==> config.mk <==
export PLATFORM = sky130hd
export DESIGN_NAME = spm_ctrl
export DESIGN_NICKNAME = d
export VERILOG_FILES = /design/src/spm_pkg.sv /design/src/spm_wake_if.sv /design/src/spm_ctrl.sv /design/src/spm_wake_arb.sv
export SDC_FILE = /design/constraint.sdc
export NUM_CORES = 1
export LEC_CHECK = 0
export BUFFER_PORTS_ARGS = -buffer_cell sky130_fd_sc_hd__buf_4
export CAP_MARGIN = 20
export CELL_PAD_IN_SITES_DETAIL_PLACEMENT = 1
export CELL_PAD_IN_SITES_GLOBAL_PLACEMENT = 1
export CORE_ASPECT_RATIO = 1.75
export CORE_UTILIZATION = 41
export DETAILED_ROUTE_END_ITERATION = 12
export GPL_TIMING_DRIVEN = 0
export PLACE_DENSITY_LB_ADDON = 0.3
export SYNTH_ARGS = -nofsm -noshare
export SYNTH_HDL_FRONTEND = slang
export SYNTH_HIERARCHICAL = 1
export SYNTH_SLANG_ARGS = --single-unit
==> constraint.sdc <==
create_clock -name sys_clk -period 2.3 [get_ports sys_clk]
set_input_delay 0.46 -clock sys_clk [delete_from_list [all_inputs] [get_ports sys_clk]]
set_output_delay 0.46 -clock sys_clk [all_outputs]
set_load 0.01 [all_outputs]
==> src/spm_pkg.sv <==
// How it works
// Fast light sleep stops the CPU, both oscillators keep running.
// Slow light sleep stops the CPU and fast oscillator; slow oscillator runs.
// Accepted interrupt leaves light sleep back to normal or slow mode.
// Deep sleep halts the CPU and both oscillators.
// Deep sleep wake restarts oscillators, waits for settling, then resumes.
// Slow mode runs from the slow clock with the fast oscillator off.
// Idle mode runs the CPU on the slow clock while the fast oscillator settles.
// Reset and interrupts both wake from standby; reset is a full reset.
// Settling wait after reset and deep sleep wake, none after light sleep.
// Wake restores the fast or slow selection active before standby.
// System clock is fast in normal and fast light sleep, else slow; the code also keeps it fast in pend, deep sleep and settling entered from fast.
// Slow to normal only through idle mode.
// Normal to slow directly with one mode register write.
// Writing 3 to the mode register selects slow mode.
// Light sleep enters fast or slow variant; watchdog resumes on wake.
// Deep sleep enters fast or slow variant by current mode.
// Up to three instructions may run after a standby write before halting.
// Maskable interrupt below the mask level does not wake the device.
// Interrupt flag clears take effect only with the write enable bit set.
// Mode codes: normal 0, idle 1, slow 3, light sleep 4, deep sleep 8.
package spm_pkg;
  localparam logic [3:0] MODE_NORMAL = 4'h0;
  localparam logic [3:0] MODE_IDLE = 4'h1;
  localparam logic [3:0] MODE_SLOW = 4'h3;
  localparam logic [3:0] MODE_LIGHT = 4'h4;
  localparam logic [3:0] MODE_DEEP = 4'h8;
  localparam int CLK_HZ = 10000000;
  // Oscillator settling time in microseconds and its cycle count, SETTLE_US times the clock in MHz.
  localparam int SETTLE_US = 6700;
  localparam int SETTLE_CYCLES = (SETTLE_US * (CLK_HZ / 1000000) + 0);
  localparam logic [2:0] HALT_DELAY = 3'h3;
  localparam int NSRC = 8;
  typedef enum logic [2:0] {
    SPM_NORMAL, SPM_SLOW, SPM_IDLE, SPM_PEND, SPM_LIGHT, SPM_DEEP, SPM_SETTLE
  } spm_state_e;
endpackage

==> src/spm_wake_if.sv <==
`timescale 1ns/1ps
interface spm_wake_if;
  logic wake;
  modport arb (output wake);
  modport ctl (input wake);
endinterface

==> src/spm_ctrl.sv <==
`timescale 1ns/1ps
module spm_ctrl
  import spm_pkg::*;
#(
  parameter int SETTLE_COUNT = SETTLE_CYCLES
)
(
  input wire logic sys_clk,
  input wire logic rstn,
  input wire logic modeWrite,
  input wire logic [3:0] modeWriteData,
  input wire logic instrRetire,
  input wire logic nmiRequest,
  input wire logic [NSRC-1:0] irqSet,
  input wire logic [NSRC-1:0] irqEnable,
  input wire logic [NSRC*3-1:0] irqLevel,
  input wire logic [NSRC-1:0] flagClear,
  input wire logic irqFlagWriteEnable,
  input wire logic maskableIrqGlobalEnable,
  input wire logic [2:0] interruptMaskLevel,
  output logic [3:0] operatingModeRegister,
  output logic [NSRC-1:0] irqRequest,
  output logic cpuRun,
  output logic fastOscEnable,
  output logic slowOscEnable,
  output logic systemClockFast,
  output logic watchdogRun,
  output logic settling
);
  spm_wake_if wif();
  spm_state_e state;
  spm_state_e next_state;
  logic [3:0] next_mode;
  logic wasFast;
  logic next_wasFast;
  logic [2:0] pendCount;
  logic [2:0] next_pendCount;
  logic pendDeep;
  logic next_pendDeep;
  logic [31:0] settleCount;
  logic [31:0] next_settleCount;
  logic nmiMeta;
  logic nmiSync;
  logic wakeAny;

  spm_wake_arb u_arb (
    .sys_clk(sys_clk),
    .rstn(rstn),
    .irqSet(irqSet),
    .irqEnable(irqEnable),
    .irqLevel(irqLevel),
    .flagClear(flagClear),
    .irqFlagWriteEnable(irqFlagWriteEnable),
    .maskableIrqGlobalEnable(maskableIrqGlobalEnable),
    .interruptMaskLevel(interruptMaskLevel),
    .irqRequest(irqRequest),
    .w(wif.arb)
  );

  // The non-maskable source may come from a pin, so it is synchronised.
  always_ff @(posedge sys_clk or negedge rstn) begin
    if (!rstn) begin
      nmiMeta <= 1'b0;
      nmiSync <= 1'b0;
    end else begin
      nmiMeta <= nmiRequest;
      nmiSync <= nmiMeta;
    end
  end

  assign wakeAny = wif.wake | nmiSync;

  always_comb begin
    next_state = state;
    next_mode = operatingModeRegister;
    next_wasFast = wasFast;
    next_pendCount = pendCount;
    next_pendDeep = pendDeep;
    next_settleCount = settleCount;
    case (state)
      SPM_NORMAL: begin
        if (modeWrite) begin
          if (modeWriteData == MODE_SLOW) begin
            next_state = SPM_SLOW;
            next_mode = MODE_SLOW;
          end else if (modeWriteData == MODE_LIGHT || modeWriteData == MODE_DEEP) begin
            next_state = SPM_PEND;
            next_wasFast = 1'b1;
            next_pendDeep = (modeWriteData == MODE_DEEP);
            next_pendCount = HALT_DELAY;
            next_mode = modeWriteData;
          end
        end
      end
      SPM_SLOW: begin
        if (modeWrite) begin
          // A direct request for normal mode is ignored; idle must come first.
          if (modeWriteData == MODE_IDLE) begin
            next_state = SPM_IDLE;
            next_mode = MODE_IDLE;
          end else if (modeWriteData == MODE_LIGHT || modeWriteData == MODE_DEEP) begin
            next_state = SPM_PEND;
            next_wasFast = 1'b0;
            next_pendDeep = (modeWriteData == MODE_DEEP);
            next_pendCount = HALT_DELAY;
            next_mode = modeWriteData;
          end
        end
      end
      SPM_IDLE: begin
        if (modeWrite) begin
          if (modeWriteData == MODE_NORMAL) begin
            next_state = SPM_NORMAL;
            next_mode = MODE_NORMAL;
          end else if (modeWriteData == MODE_SLOW) begin
            next_state = SPM_SLOW;
            next_mode = MODE_SLOW;
          end
        end
      end
      SPM_PEND: begin
        // A few instructions still retire after the standby write.
        if (pendCount == 3'h0) begin
          next_state = pendDeep ? SPM_DEEP : SPM_LIGHT;
        end else if (instrRetire) begin
          next_pendCount = pendCount - 3'h1;
        end
      end
      SPM_LIGHT: begin
        if (wakeAny) begin
          next_state = wasFast ? SPM_NORMAL : SPM_SLOW;
          next_mode = wasFast ? MODE_NORMAL : MODE_SLOW;
        end
      end
      SPM_DEEP: begin
        if (wakeAny) begin
          next_state = SPM_SETTLE;
          next_settleCount = SETTLE_COUNT;
        end
      end
      SPM_SETTLE: begin
        if (settleCount <= 32'h1) begin
          next_state = wasFast ? SPM_NORMAL : SPM_SLOW;
          next_mode = wasFast ? MODE_NORMAL : MODE_SLOW;
        end else begin
          next_settleCount = settleCount - 32'h1;
        end
      end
      default: begin
        next_state = SPM_NORMAL;
        next_mode = MODE_NORMAL;
      end
    endcase
  end

  // Reset goes through the settling wait, like a deep sleep wake.
  always_ff @(posedge sys_clk or negedge rstn) begin
    if (!rstn) begin
      state <= SPM_SETTLE;
      operatingModeRegister <= MODE_NORMAL;
      wasFast <= 1'b1;
      pendCount <= 3'h0;
      pendDeep <= 1'b0;
      settleCount <= SETTLE_CYCLES;
    end else begin
      state <= next_state;
      operatingModeRegister <= next_mode;
      wasFast <= next_wasFast;
      pendCount <= next_pendCount;
      pendDeep <= next_pendDeep;
      settleCount <= next_settleCount;
    end
  end

  always_comb begin
    cpuRun = 1'b0;
    fastOscEnable = 1'b1;
    slowOscEnable = 1'b1;
    systemClockFast = 1'b1;
    watchdogRun = 1'b0;
    settling = 1'b0;
    case (state)
      SPM_NORMAL: begin
        cpuRun = 1'b1;
        watchdogRun = 1'b1;
      end
      SPM_PEND: begin
        cpuRun = 1'b1;
        watchdogRun = 1'b1;
        fastOscEnable = wasFast;
        systemClockFast = wasFast;
      end
      SPM_SLOW: begin
        cpuRun = 1'b1;
        watchdogRun = 1'b1;
        fastOscEnable = 1'b0;
        systemClockFast = 1'b0;
      end
      SPM_IDLE: begin
        cpuRun = 1'b1;
        watchdogRun = 1'b1;
        systemClockFast = 1'b0;
      end
      SPM_LIGHT: begin
        fastOscEnable = wasFast;
        systemClockFast = wasFast;
      end
      SPM_DEEP: begin
        fastOscEnable = 1'b0;
        slowOscEnable = 1'b0;
        systemClockFast = wasFast;
      end
      SPM_SETTLE: begin
        settling = 1'b1;
        fastOscEnable = wasFast;
        systemClockFast = wasFast;
      end
      default: begin
        cpuRun = 1'b0;
      end
    endcase
  end
endmodule

==> src/spm_wake_arb.sv <==
`timescale 1ns/1ps
module spm_wake_arb
  import spm_pkg::*;
(
  input wire logic sys_clk,
  input wire logic rstn,
  input wire logic [NSRC-1:0] irqSet,
  input wire logic [NSRC-1:0] irqEnable,
  input wire logic [NSRC*3-1:0] irqLevel,
  input wire logic [NSRC-1:0] flagClear,
  input wire logic irqFlagWriteEnable,
  input wire logic maskableIrqGlobalEnable,
  input wire logic [2:0] interruptMaskLevel,
  output logic [NSRC-1:0] irqRequest,
  spm_wake_if.arb w
);
  logic [NSRC-1:0] next_irqRequest;
  logic [NSRC-1:0] accept;
  genvar i;
  generate
    for (i = 0; i < NSRC; i++) begin : g_src
      // Set wins over a simultaneous clear so no event is lost.
      assign next_irqRequest[i] = irqSet[i] |
        (irqRequest[i] & ~(flagClear[i] & irqFlagWriteEnable));
      // Lower number means higher priority; level must not be below the mask.
      assign accept[i] = irqRequest[i] & irqEnable[i] &
        (irqLevel[i*3 +: 3] <= interruptMaskLevel);
    end
  endgenerate
  always_ff @(posedge sys_clk or negedge rstn) begin
    if (!rstn) begin
      irqRequest <= '0;
    end else begin
      irqRequest <= next_irqRequest;
    end
  end
  assign w.wake = maskableIrqGlobalEnable & (|accept);
endmodule

Word-level counts from Yosys, hierarchy flattened

Index checks and enable logic that the tools add are counted.

Magnitude comparators: 9
Bitwise operators: 51
Equality and inequality tests: 25
Add/subtract/negate cells: 2
Reduce and logical (&&, ||, !) cells: 20
Mux-type cells: 56

Operator list:

| cell                  | number |
|---|---|
| $mux 32               | 2 |
| $pmux 32 s2           | 1 |
| $mux 3                | 19 |
| $mux 4                | 10 |
| $and 1x1->1           | 33 |
| $le 32x1->1 const B   | 1 |
| $sub 32x1->32 const B | 1 |
| $ne 2x2->1 const B    | 14 |
| $le 3x3->1            | 8 |
| $pmux 4 s6            | 1 |
| $pmux 3 s7            | 1 |
| $reduce_and 7->1      | 3 |
| $mux 1                | 16 |
| $eq 3x3->1 const B    | 3 |
| $not 1->1             | 9 |
| $or 1x1->1            | 9 |
| $pmux 3 s3            | 1 |
| $pmux 1 s2            | 4 |
| $reduce_and 8->1      | 1 |
| $reduce_or 4->1       | 2 |
| $reduce_or 8->1       | 1 |
| $eq 3x2->1 const B    | 2 |
| $logic_not 3->1       | 2 |
| $reduce_or 2->1       | 3 |
| other kinds (15)      | 16 |

Register bits: 54

Depth between registers and ports, before layout

Gate-level depths: netlist of run 1.

Depth after elaboration: 7
Mapped depth: 15
Mapped depth without buffers: 13

Hierarchy

The synthesis of run 1 kept the hierarchy.

By module, submodules not included:

| module       | area each (µm²) | seq. area each (µm²) | instances | cells each |
|---|---|---|---|---|
| spm_ctrl     | 2,825.2         | 1,163.6              | 1         | 321 |
| spm_wake_arb | 888.4           | 200.2                | 1         | 104 |

Least setup slack after synthesis of run 1

No wires, ideal clock.

Path kind: input port to flip-flop
From: input interruptMaskLevel[1]
To: register settleCount[12]
Arrival time: 2.759 ns
Cell stages on the path: 15
Buffers on the path: 2
Path slack: -0.591 ns
Required time: 2.168 ns
Path through: inv_1 ha_1 nor2b_1 o21ai_1 a32oi_1 o22ai_1 o41a_1 nor2_1 o21ai_0 and2_1 clkbuf_1 clkbuf_1 nand4_1 xor2_1 nor2_1

Longest elaborated chain between the ends: 7
Elaborated cells between the ends (all ways): 21
Classes of those cells: order compare: 8; eq/ne: 1; bitwise: 10; reduce/logical: 2

RTL lines:

| what                           | RTL line           | source |
|---|---|---|
| start, declared                | spm_ctrl.sv:20     | `input wire logic [2:0] interruptMaskLevel,` |
| $le 3x3->1                     | spm_wake_arb.sv:27 | `(irqLevel[i*3 +: 3] <= interruptMaskLevel);` |
| $and 1x1->1                    | spm_wake_arb.sv:26 | `assign accept[i] = irqRequest[i] & irqEnable[i] &` |
| $reduce_or 8->1 (*)            | spm_wake_arb.sv:37 | `assign w.wake = maskableIrqGlobalEnable & (\|accept);` |
| $and 1x1->1 (*)                | spm_wake_arb.sv:37 |  |
| via wif.wake                   | spm_wake_if.sv:3   | `logic wake;` |
| $or 1x1->1 (*)                 | spm_ctrl.sv:71     | `assign wakeAny = wif.wake \| nmiSync;` |
| $ne 2x2->1 (no line) (*)       | -                  |  |
| $reduce_and 3->1 (no line) (*) | -                  |  |
| end signal, assigned           | spm_ctrl.sv:171    | `settleCount <= next_settleCount;` |
| end, declared                  | spm_ctrl.sv:40     | `logic [31:0] settleCount;` |

Mark *: on every way through the listed nets, which the timed path passes. The rest lies on a longest branch.
A chain may end at the register's enable or synchronous reset.

Final worst setup path of run 1

From: input interruptMaskLevel[1]
To: register operatingModeRegister[3]

Longest elaborated chain between the ends: 7
Elaborated cells between the ends (all ways): 21
Classes of those cells: order compare: 8; eq/ne: 1; bitwise: 10; reduce/logical: 2

RTL lines:

| what                           | RTL line           | source |
|---|---|---|
| $le 3x3->1                     | spm_wake_arb.sv:27 |  |
| $and 1x1->1                    | spm_wake_arb.sv:26 |  |
| $reduce_or 8->1 (*)            | spm_wake_arb.sv:37 |  |
| $and 1x1->1 (*)                | spm_wake_arb.sv:37 |  |
| via wif.wake                   | spm_wake_if.sv:3   |  |
| $or 1x1->1 (*)                 | spm_ctrl.sv:71     |  |
| $ne 2x2->1 (no line) (*)       | -                  |  |
| $reduce_and 7->1 (no line) (*) | -                  |  |
| end signal, assigned           | spm_ctrl.sv:167    | `operatingModeRegister <= next_mode;` |
| end, declared                  | spm_ctrl.sv:21     | `output logic [3:0] operatingModeRegister,` |

Marks and branches as above.

==> results of run 1 <==
[power by group through the flow]
stage | logic (mW) | clock network, mW | registers [mW]
global placement | 1.28 | 0 | 1.41
detailed placement | 1.34 | 0 | 1.43
floorplan | 0.877 | 0 | 1.39
global route | 1.75 | 0.921 | 1.48
CTS | 1.49 | 0.894 | 1.42
finish | 1.62 | 0.886 | 1.45
[critical path, delay by kind of cell]
kind                       cells  cell delay, ns
and+or+nand+nor                3            0.47
buffers and inverters          3            0.39
AOI/OAI and AO/OA              8            1.67
adders and majority gates      1            0.25
[state kept, by name, indices dropped and copies added, names as in the netlist, 3 cells and up]
| name | cells |
|---|---|
| settleCount | 32 |
| operatingModeRegister | 4 |
| state | 3 |
| pendCount | 3 |
| u_arb/irqRequest | 8 |
[cells by family after synthesis]
family / Yosys count
simple gates: 184
compound gates: 98
flops: 54
buf+inv: 40
fa+ha+maj: 28
xor+xnor: 19
mux: 2
[area by class of cell]
cell class | instances | share of cell area [%]
Tap cell | 117 | 2.79
Multi-Input combinational cell | 331 | 48.6
Clock inverter | 1 | 0.573
Sequential cell | 54 | 26.0
Timing Repair Buffer | 101 | 15.7
Inverter | 28 | 2.08
Buffer | 11 | 1.74
Clock buffer | 7 | 2.53
[metal layers]
layer | GRT usage, % | up-vias | wire (microns)
li1 | - | 1744 | -
met1 | 28.0 | 1904 | 4970
met2 | 51.7 | 119 | 7490
met3 | 4.25 | 24 | 561
met4 | 9.84 | 0 | 270
met5 | 0 | - | 0
[how the worst min path moves through the flow]
| stage | startpoint | end | cells past startpoint |
|---|---|---|---|
| floorplan | rstn | nmiMeta | 0 |
| global placement | nmiMeta | nmiSync | 0 |
| detailed placement | nmiMeta | nmiSync | 0 |
| CTS | rstn | settleCount[6] | 1 |
| global route | nmiRequest | nmiMeta | 1 |
| finish | rstn | settleCount[6] | 1 |
[cell usage after synthesis (all sizes together) (9+ instances only)]
cell | number | area share (%)
nand2 | 46 | 4.9
dfrtp | 44 | 30
nor2 | 43 | 4.4
o21ai | 34 | 4.7
ha | 28 | 9.4
inv | 28 | 2.8
a21oi | 14 | 2.0
nand3 | 14 | 2.2
nor2b | 14 | 2.4
xor2 | 14 | 3.3
nor4 | 13 | 3.2
nor3 | 12 | 1.6
dfstp | 10 | 7.1
nand4 | 9 | 2.1
[per-stage QoR]
stage	hold slack (ns)	setup WS, ns
floorplan	0.164	-0.510
global placement	0.369	-1.14
detailed placement	0.361	-1.30
CTS	0.243	-0.670
global route	0.264	-0.844
finish	0.198	-0.754
[repair_timing]
item,CTS,global route
setup buffers,12,11
setup endpoints to repair,44,44
pin swaps,29,39
resized for setup,50,70
gates cloned,0,1
==> results.md, run 1 <==
- Status: finished, violations left
- Failing checks: negative setup slack
- Asr flop ratio synth: 100%
- Mapped Cells: around 430
- Unrepaired setup endpoints after global routing: true
- Setup TNS: -23.00 ns
- Initial Util: 42.6%
- CP Launch Point: interruptMaskLevel[1]
- Final Hold Fails: 0
- Std-Cell Rows: 45
- Placed cells: 620
- Fmax: 327 MHz
- Max-cap violations: 0
- Worst-Margin Slew: 1.10 ns
- Cell Area, Placed: between 0.004 and 0.005 sq mm
- Post-synth cell types: just over 60
- Arr. time, crit path: ~3.3 ns
- Worst vdd ir: between 0.6 and 0.7 mV
- Final GP Congestion: between 0.8 and 0.9
- Xor/xnor cell area share of the yosys netlist: 4.48%
- Die X-Extent: around 74 microns
- Main synth FF type: dfrtp_1
- Worst skew pair latency: 0.31 ns
- Worst slew margin: a little over a quarter
- Total Power: just under 4 mW
- R2R Path Start: settleCount[20]
- Root Buffer: clkbuf_16
- Count of final setup violators: 39
- Worst hold path class: primary input to asynchronous set/reset pin
- Number of DRC markers in iteration 0: 117
- End point of the critical path: operatingModeRegister[3]
- LEAKAGE: between 2 and 2.5 nW
- Final Util: ~60%
- Routed wire length: 13300 microns
- Via density per instance: just under 6
- Number of standard cells in the final layout excluding fillers: 650
- CTS Hold Bufs: 0
- Most frequent CP cell: buf_6
- Initial antenna violation count: 0
- Fillcell total: roughly 1000
- Vias in the first global route: approximately 4000
- CTS clk-pin slew, worst paths: about 0.07 ns
- CTS tree: built
- Clock Skews: 0.00486 ns
- # IOs: 80
- CTS Buf Count: 5
- # nets final: 622
- Layout cell share with drive strength beyond 1: between 30% and 40%
- Most common cell after layout, fill and taps aside: buf_4
- Clock period minus final worst setup slack: about 3.1 ns
- CTS sink cnt: between 50 and 60
- Pwr dens: roughly 750 mW/mm^2
- FF+latch area: about 0.0014 sq mm
- Dpl hpwl: approximately 8600 microns
- WL/cell: about 20 microns
- Port Buffer Count: between 70 and 80
- Largest net degree at the start of global routing: 55
- ANT cells: 0
- Seq cells post-synth: between 50 and 60
- First-pass iteration count of the detailed router: 4
- Die area: roughly 0.0095 sq mm
- Complex-gate fraction of the synthesized area: 17.1%
- CP required: between 2 and 2.5 ns
- Sw Pwr: ~1.5 mW
- Post-synthesis mux area share: 0.809%
- Post-Synth Simple-Gate Area: between 20% and 30%
- Comb power frac: 41.0%
- Critical-path cell list: buf_6, clkinvlp_4, buf_6, ha_4, nor2b_1, o21ai_1, a32oi_1, o22ai_2, o41a_1, nor4b_2, o21bai_1, o31a_1, o21ai_4, nor4_2, a211o_1
- Mapped Nets: between 500 and 600
- Crit path kind: primary input to flip-flop
- Seq/Total Area, Yosys: 36.7%
- P_int: approximately 2.5 mW
- Core area: about 0.0087 sq mm
- First-pass GRT wire length: about 20000 microns
- Post-Layout Inst Area: between 0.005 and 0.006 sq mm
- Number of synthesized flops with an enable pin: 0
- Switching fraction of total power: a little under two fifths
- Multi-input logic area: around 0.0025 sq mm
- Crit start category: primary input
- H-tree Lvls: 2
- CTS Buffer Depth: 2
- DRT antenna net count: 0
- Avg Cell Area, Syn: roughly 8.7 sq um
- Synth warn: 6
- GRT Util Overall: a little over a quarter
- Main combinational cell family by area after synthesis: simple AND/OR/NAND/NOR gates
- P&R area growth vs syn: 41.2%
- Max Slew Vio Count: 0
- Crit-path slowest cell: o41a_1
- Clk network pwr share: about 22%
- R2r endpoint: operatingModeRegister[3]
- Crit-path max cell delay: roughly 0.51 ns
- Grt ovf: 0
- Most frequent cells in the layout: buf_4 (91), dfrtp_1 (44), nand2_1 (43)
- Routed via count: 3791
- Remaining DRCs: 0
- Crit. End Element: flip-flop
- Post-synthesis instance area: 0.00371 sq mm
- Worst R2R Path Depth: 7
- Crit path max fanout: 4
- Tcrit/Tclk final: 133%
- Adder-Cell Fraction of Synth Area: a little under a tenth
- R2R setup slack: -0.70 ns
- PnR worst setup slack: -0.754 ns
- Seq pwr share: a little over a third
- Die Y: between 100 and 150 microns
Power figures use the tool's default switching activity.
==> run 2: changes to the inputs <==
--- a/config.mk
+++ b/config.mk
@@ -5,12 +5,13 @@
 export SDC_FILE = /design/constraint.sdc
 export NUM_CORES = 1
 export LEC_CHECK = 0
+export ABC_AREA = 1
 export BUFFER_PORTS_ARGS = -buffer_cell sky130_fd_sc_hd__buf_4
 export CAP_MARGIN = 20
 export CELL_PAD_IN_SITES_DETAIL_PLACEMENT = 1
 export CELL_PAD_IN_SITES_GLOBAL_PLACEMENT = 1
 export CORE_ASPECT_RATIO = 1.75
-export CORE_UTILIZATION = 41
+export CORE_UTILIZATION = 40
 export DETAILED_ROUTE_END_ITERATION = 12
 export GPL_TIMING_DRIVEN = 0
 export PLACE_DENSITY_LB_ADDON = 0.3
==> results.md, run 2 <==
- Status: finished, violations left
- Failing checks: negative setup slack
- First-pass GRT wire length: 23600 microns (+21%)
- ANT cells: 0 (unchanged)
- Main synth FF type: dfrtp_1
- Comb power frac: 47.7% (+6.7 points)
- Synth warn: 6 (unchanged)
- Number of synthesized flops with an enable pin: 0 (unchanged)
- Seq cells post-synth: 54 (unchanged)
- Final GP Congestion: 0.928 (+7.7%)
- P&R area growth vs syn: 27.3%
- Avg Cell Area, Syn: 6.54 sq um (-25%)
- Largest net degree at the start of global routing: 55 (unchanged)
- Mapped Nets: 746 (+45%)
- Leading area contributor after synthesis: dfrtp_1
- Synth top area cells: dfrtp_1 (26%), nand2_1 (21%), nor2_1 (9.0%)
- Synth top area share: 25.7% (-4.0 points)
- Max FFs per register: 32 (unchanged)
- Tightest hold margin: 0.192 ns (-0.00680 ns)
- Crit path max fanout: 8 (+4)
- Crit-path max cell delay: 0.31 ns (-0.20 ns)
- Die X-Extent: 80.3 microns (+8.6%)
- Cell Area, Placed: 0.00504 sq mm (+12%)
- Biggest register: settleCount
- Seq pwr share: 33.1% (-3.5 points)
- Unrepaired setup endpoints after global routing: true
- Critical-path cell list: buf_4, clkinvlp_4, buf_4, ha_1, nand3_1, nand2_1, nand2_1, nand2_1, nand2_1, nor2_2, a21oi_2, inv_2, nand3_2, o22ai_2, nor2_1, nand3_2, nand2_1, o21ai_0
- Number of DRC markers in iteration 0: 208 (+78%)
- H-tree Lvls: 2 (unchanged)
- CTS Buf Count: 5 (unchanged)
- Root Buffer: clkbuf_16
- Seq/Total Area, Yosys: 31.8% (-4.9 points)
- Commonest cells in the netlist: nand2_1 (236), nor2_1 (103), nand3_1 (65)
- Worst hold path class: primary input to asynchronous set/reset pin
- Port Buffer Count: 78 (unchanged)
- Most frequent CP cell: nand2_1
- Final Hold Fails: 0 (unchanged)
- Initial Util: 41.4% (-1.1 points)
- R2R Path Start: settleCount[0]
- Worst vdd ir: 0.539 mV (-19%)
- Vias in the first global route: 5200 (+30%)
- Most common cell after layout, fill and taps aside: nand2_1
- Crit start category: primary input
- # IOs: 80 (unchanged)
- Switching fraction of total power: 43.9% (+6.0 points)
- Final Util: 52.7% (-7.4 points)
- Arr. time, crit path: 2.48 ns (-0.77 ns)
- Grt peak-use layer: met2
- GR Layer Usage met2: 56.5% (+4.7 points)
- Asr flop ratio synth: 100% (unchanged)
- Routing usage on met3: 2.57% (-1.7 points)
- Dpl hpwl: 11400 microns (+32%)
- Initial antenna violation count: 0 (unchanged)
- CTS tree: built
- Max Slew Vio Count: 0 (unchanged)
- DRT antenna net count: 0 (unchanged)
- Clk network pwr share: 19.2% (-3.2 points)
- Setup Slack @ Placement: -0.565 ns (+0.737 ns)
- Mapped Cells: 656 (+54%)
- WL/cell: 17.3 microns (-16%)
- CTS clk-pin slew, worst paths: 0.08 ns (about the same)
- CP bufs+invs: 4 (+1)
- Std-Cell Rows: 49 (+8.9%)
- Top Registers: settleCount x32, u_arb/irqRequest x8, operatingModeRegister x4
- P_int: 2.31 mW (-6.1%)
- Die Y: 139 microns (+8.7%)
- Worst skew pair latency: 0.30 ns (about the same)
- Crit. End Element: flip-flop
- Crit path kind: primary input to flip-flop
- Count of final setup violators: 1 (-97%)
- Most common cell in the netlist: nand2_1
- Pwr dens: 753 mW/mm^2 (-0.12%)
- Routed via count: 4715 (+24%)
- Clock period minus final worst setup slack: 2.30 ns (-0.752 ns)
- Grt ovf: 0 (unchanged)
- Via density per instance: 5.39 (-7.5%)
- Tcrit/Tclk final: 100% (-33 points)
- Met1 usage: 25.1% (-2.9 points)
- Most frequent cells in the layout: nand2_1 (236), nor2_1 (102), buf_4 (82)
- Die area: 0.0112 sq mm (+18%)
- PnR worst setup slack: -0.00209 ns (+0.752 ns)
- # nets final: 836 (+34%)
- CTS Buffer Depth: 2 (unchanged)
- CP Launch Point: interruptMaskLevel[1]
- Worst slew margin: 51.2% (+25 points)
- GRT Util Overall: 27.3% (+0.41 points)
- CP required: 2.48 ns (about the same)
- LEAKAGE: 2.82 nW (+23%)
- CTS Hold Bufs: 0 (unchanged)
- Fmax: 434 MHz (+33%)
- CTS sink cnt: 54 (unchanged)
- Post-Layout Inst Area: 0.00546 sq mm (+4.2%)
- Max-cap violations: 0 (unchanged)
- Post-synth cell types: 34 (-44%)
- Routed wire length: 15100 microns (+14%)
- Post-synthesis instance area: 0.00429 sq mm (+16%)
- Layout cell share with drive strength beyond 1: 21.4% (-15 points)
- First-pass iteration count of the detailed router: 4 (unchanged)
- Worst-Margin Slew: 0.732 ns (-0.364 ns)
- CP delay by family, top: simple AND/OR/NAND/NOR gates
- Core area: 0.0104 sq mm (+19%)
- Clock Skews: 0.0111 ns (+0.00622 ns)
- Remaining DRCs: 0 (unchanged)
- Sw Pwr: 1.81 mW (+21%)
- Crit-path slowest cell: ha_1
[run 2: changes by cell type in the layout (fill, tap and decap cells not counted), moves of 8 or more]
| cell | previous run | this run |
|---|---|---|
| nand3_1 | 5 | 63 |
| nor3_1 | 10 | 0 |
| o21ai_2 | 8 | 0 |
| nand2_1 | 43 | 236 |
| o21ai_1 | 15 | 4 |
| buf_4 | 91 | 82 |
| buf_6 | 15 | 3 |
| nor2_1 | 40 | 102 |
| nor4_1 | 8 | 0 |
| nor2b_1 | 10 | 0 |
| ha_1 | 22 | 14 |
| inv_1 | 27 | 57 |
[run 2: final cells by class]
cell class	count	area (sq um)
buffer	11	73.8
clock inverter	2	12.5
multi-input combinational	529	2840
timing repair buffer	83	638
tap	127	159
inverter	62	240
sequential	54	1360
clock buffer	6	139
fill	1365	4900
[run 2: kinds of logic after synthesis]
family                   Yosys count  share of synthesized area, %
AND/OR/NAND/NOR                  442                          43.9
buffers and inverters             73                          7.08
flip-flops                        54                          31.8
AO/OA/AOI/OAI                     50                          7.23
adder cells (fa/ha/maj)           28                          8.16
XOR/XNOR                           9                          1.84
[run 2: final timing paths]
path,slack [ns],depth (start not counted),endpoint
min in group sys_clk,0.27,1,nmiMeta
setup reg to reg,0.17,12,settleCount[14]
setup / recovery,-0.002,18,operatingModeRegister[1]
hold reg to reg,0.38,0,nmiSync
max in group asynchronous,1.60,1,settleCount[13]
hold / removal,0.19,1,operatingModeRegister[2]
[run 2: through the flow]
stage               TNS (ns)  power, mW  instances
floorplan                  0       2.57        656
global placement      -13.37       3.13        861
detailed placement    -17.46       3.24        861
CTS                        0       4.07        872
global route          -0.703       4.42        874
finish              -0.00209       4.11        874
[run 2: per-layer routing]
layer  part of all wire (%)  up-vias  routed length (microns)
met5                      0        -                        0
met4                    4.5        0                      682
met3                    2.5       45                      376
met2                     58      101                     8810
met1                     35     2300                     5220
li1                       -     2269                        -
[run 2: power by group through the flow]
| stage | combinational, mW | sequential (mW) | clock [mW] |
|---|---|---|---|
| final | 1.96 | 1.36 | 0.790 |
| after global routing | 2.19 | 1.39 | 0.843 |
| after CTS | 1.91 | 1.36 | 0.808 |
| after detailed placement | 1.87 | 1.37 | 0 |
| after global placement | 1.77 | 1.36 | 0 |
| after floorplan | 1.23 | 1.33 | 0 |
[run 2: what timing repair did]
item	in CTS	in global routing
gates resized for setup	12	25
endpoints found under the hold margin	0	0
setup endpoints to repair	35	39
setup buffers	3	2
gates cloned	0	0
pin swaps	0	9
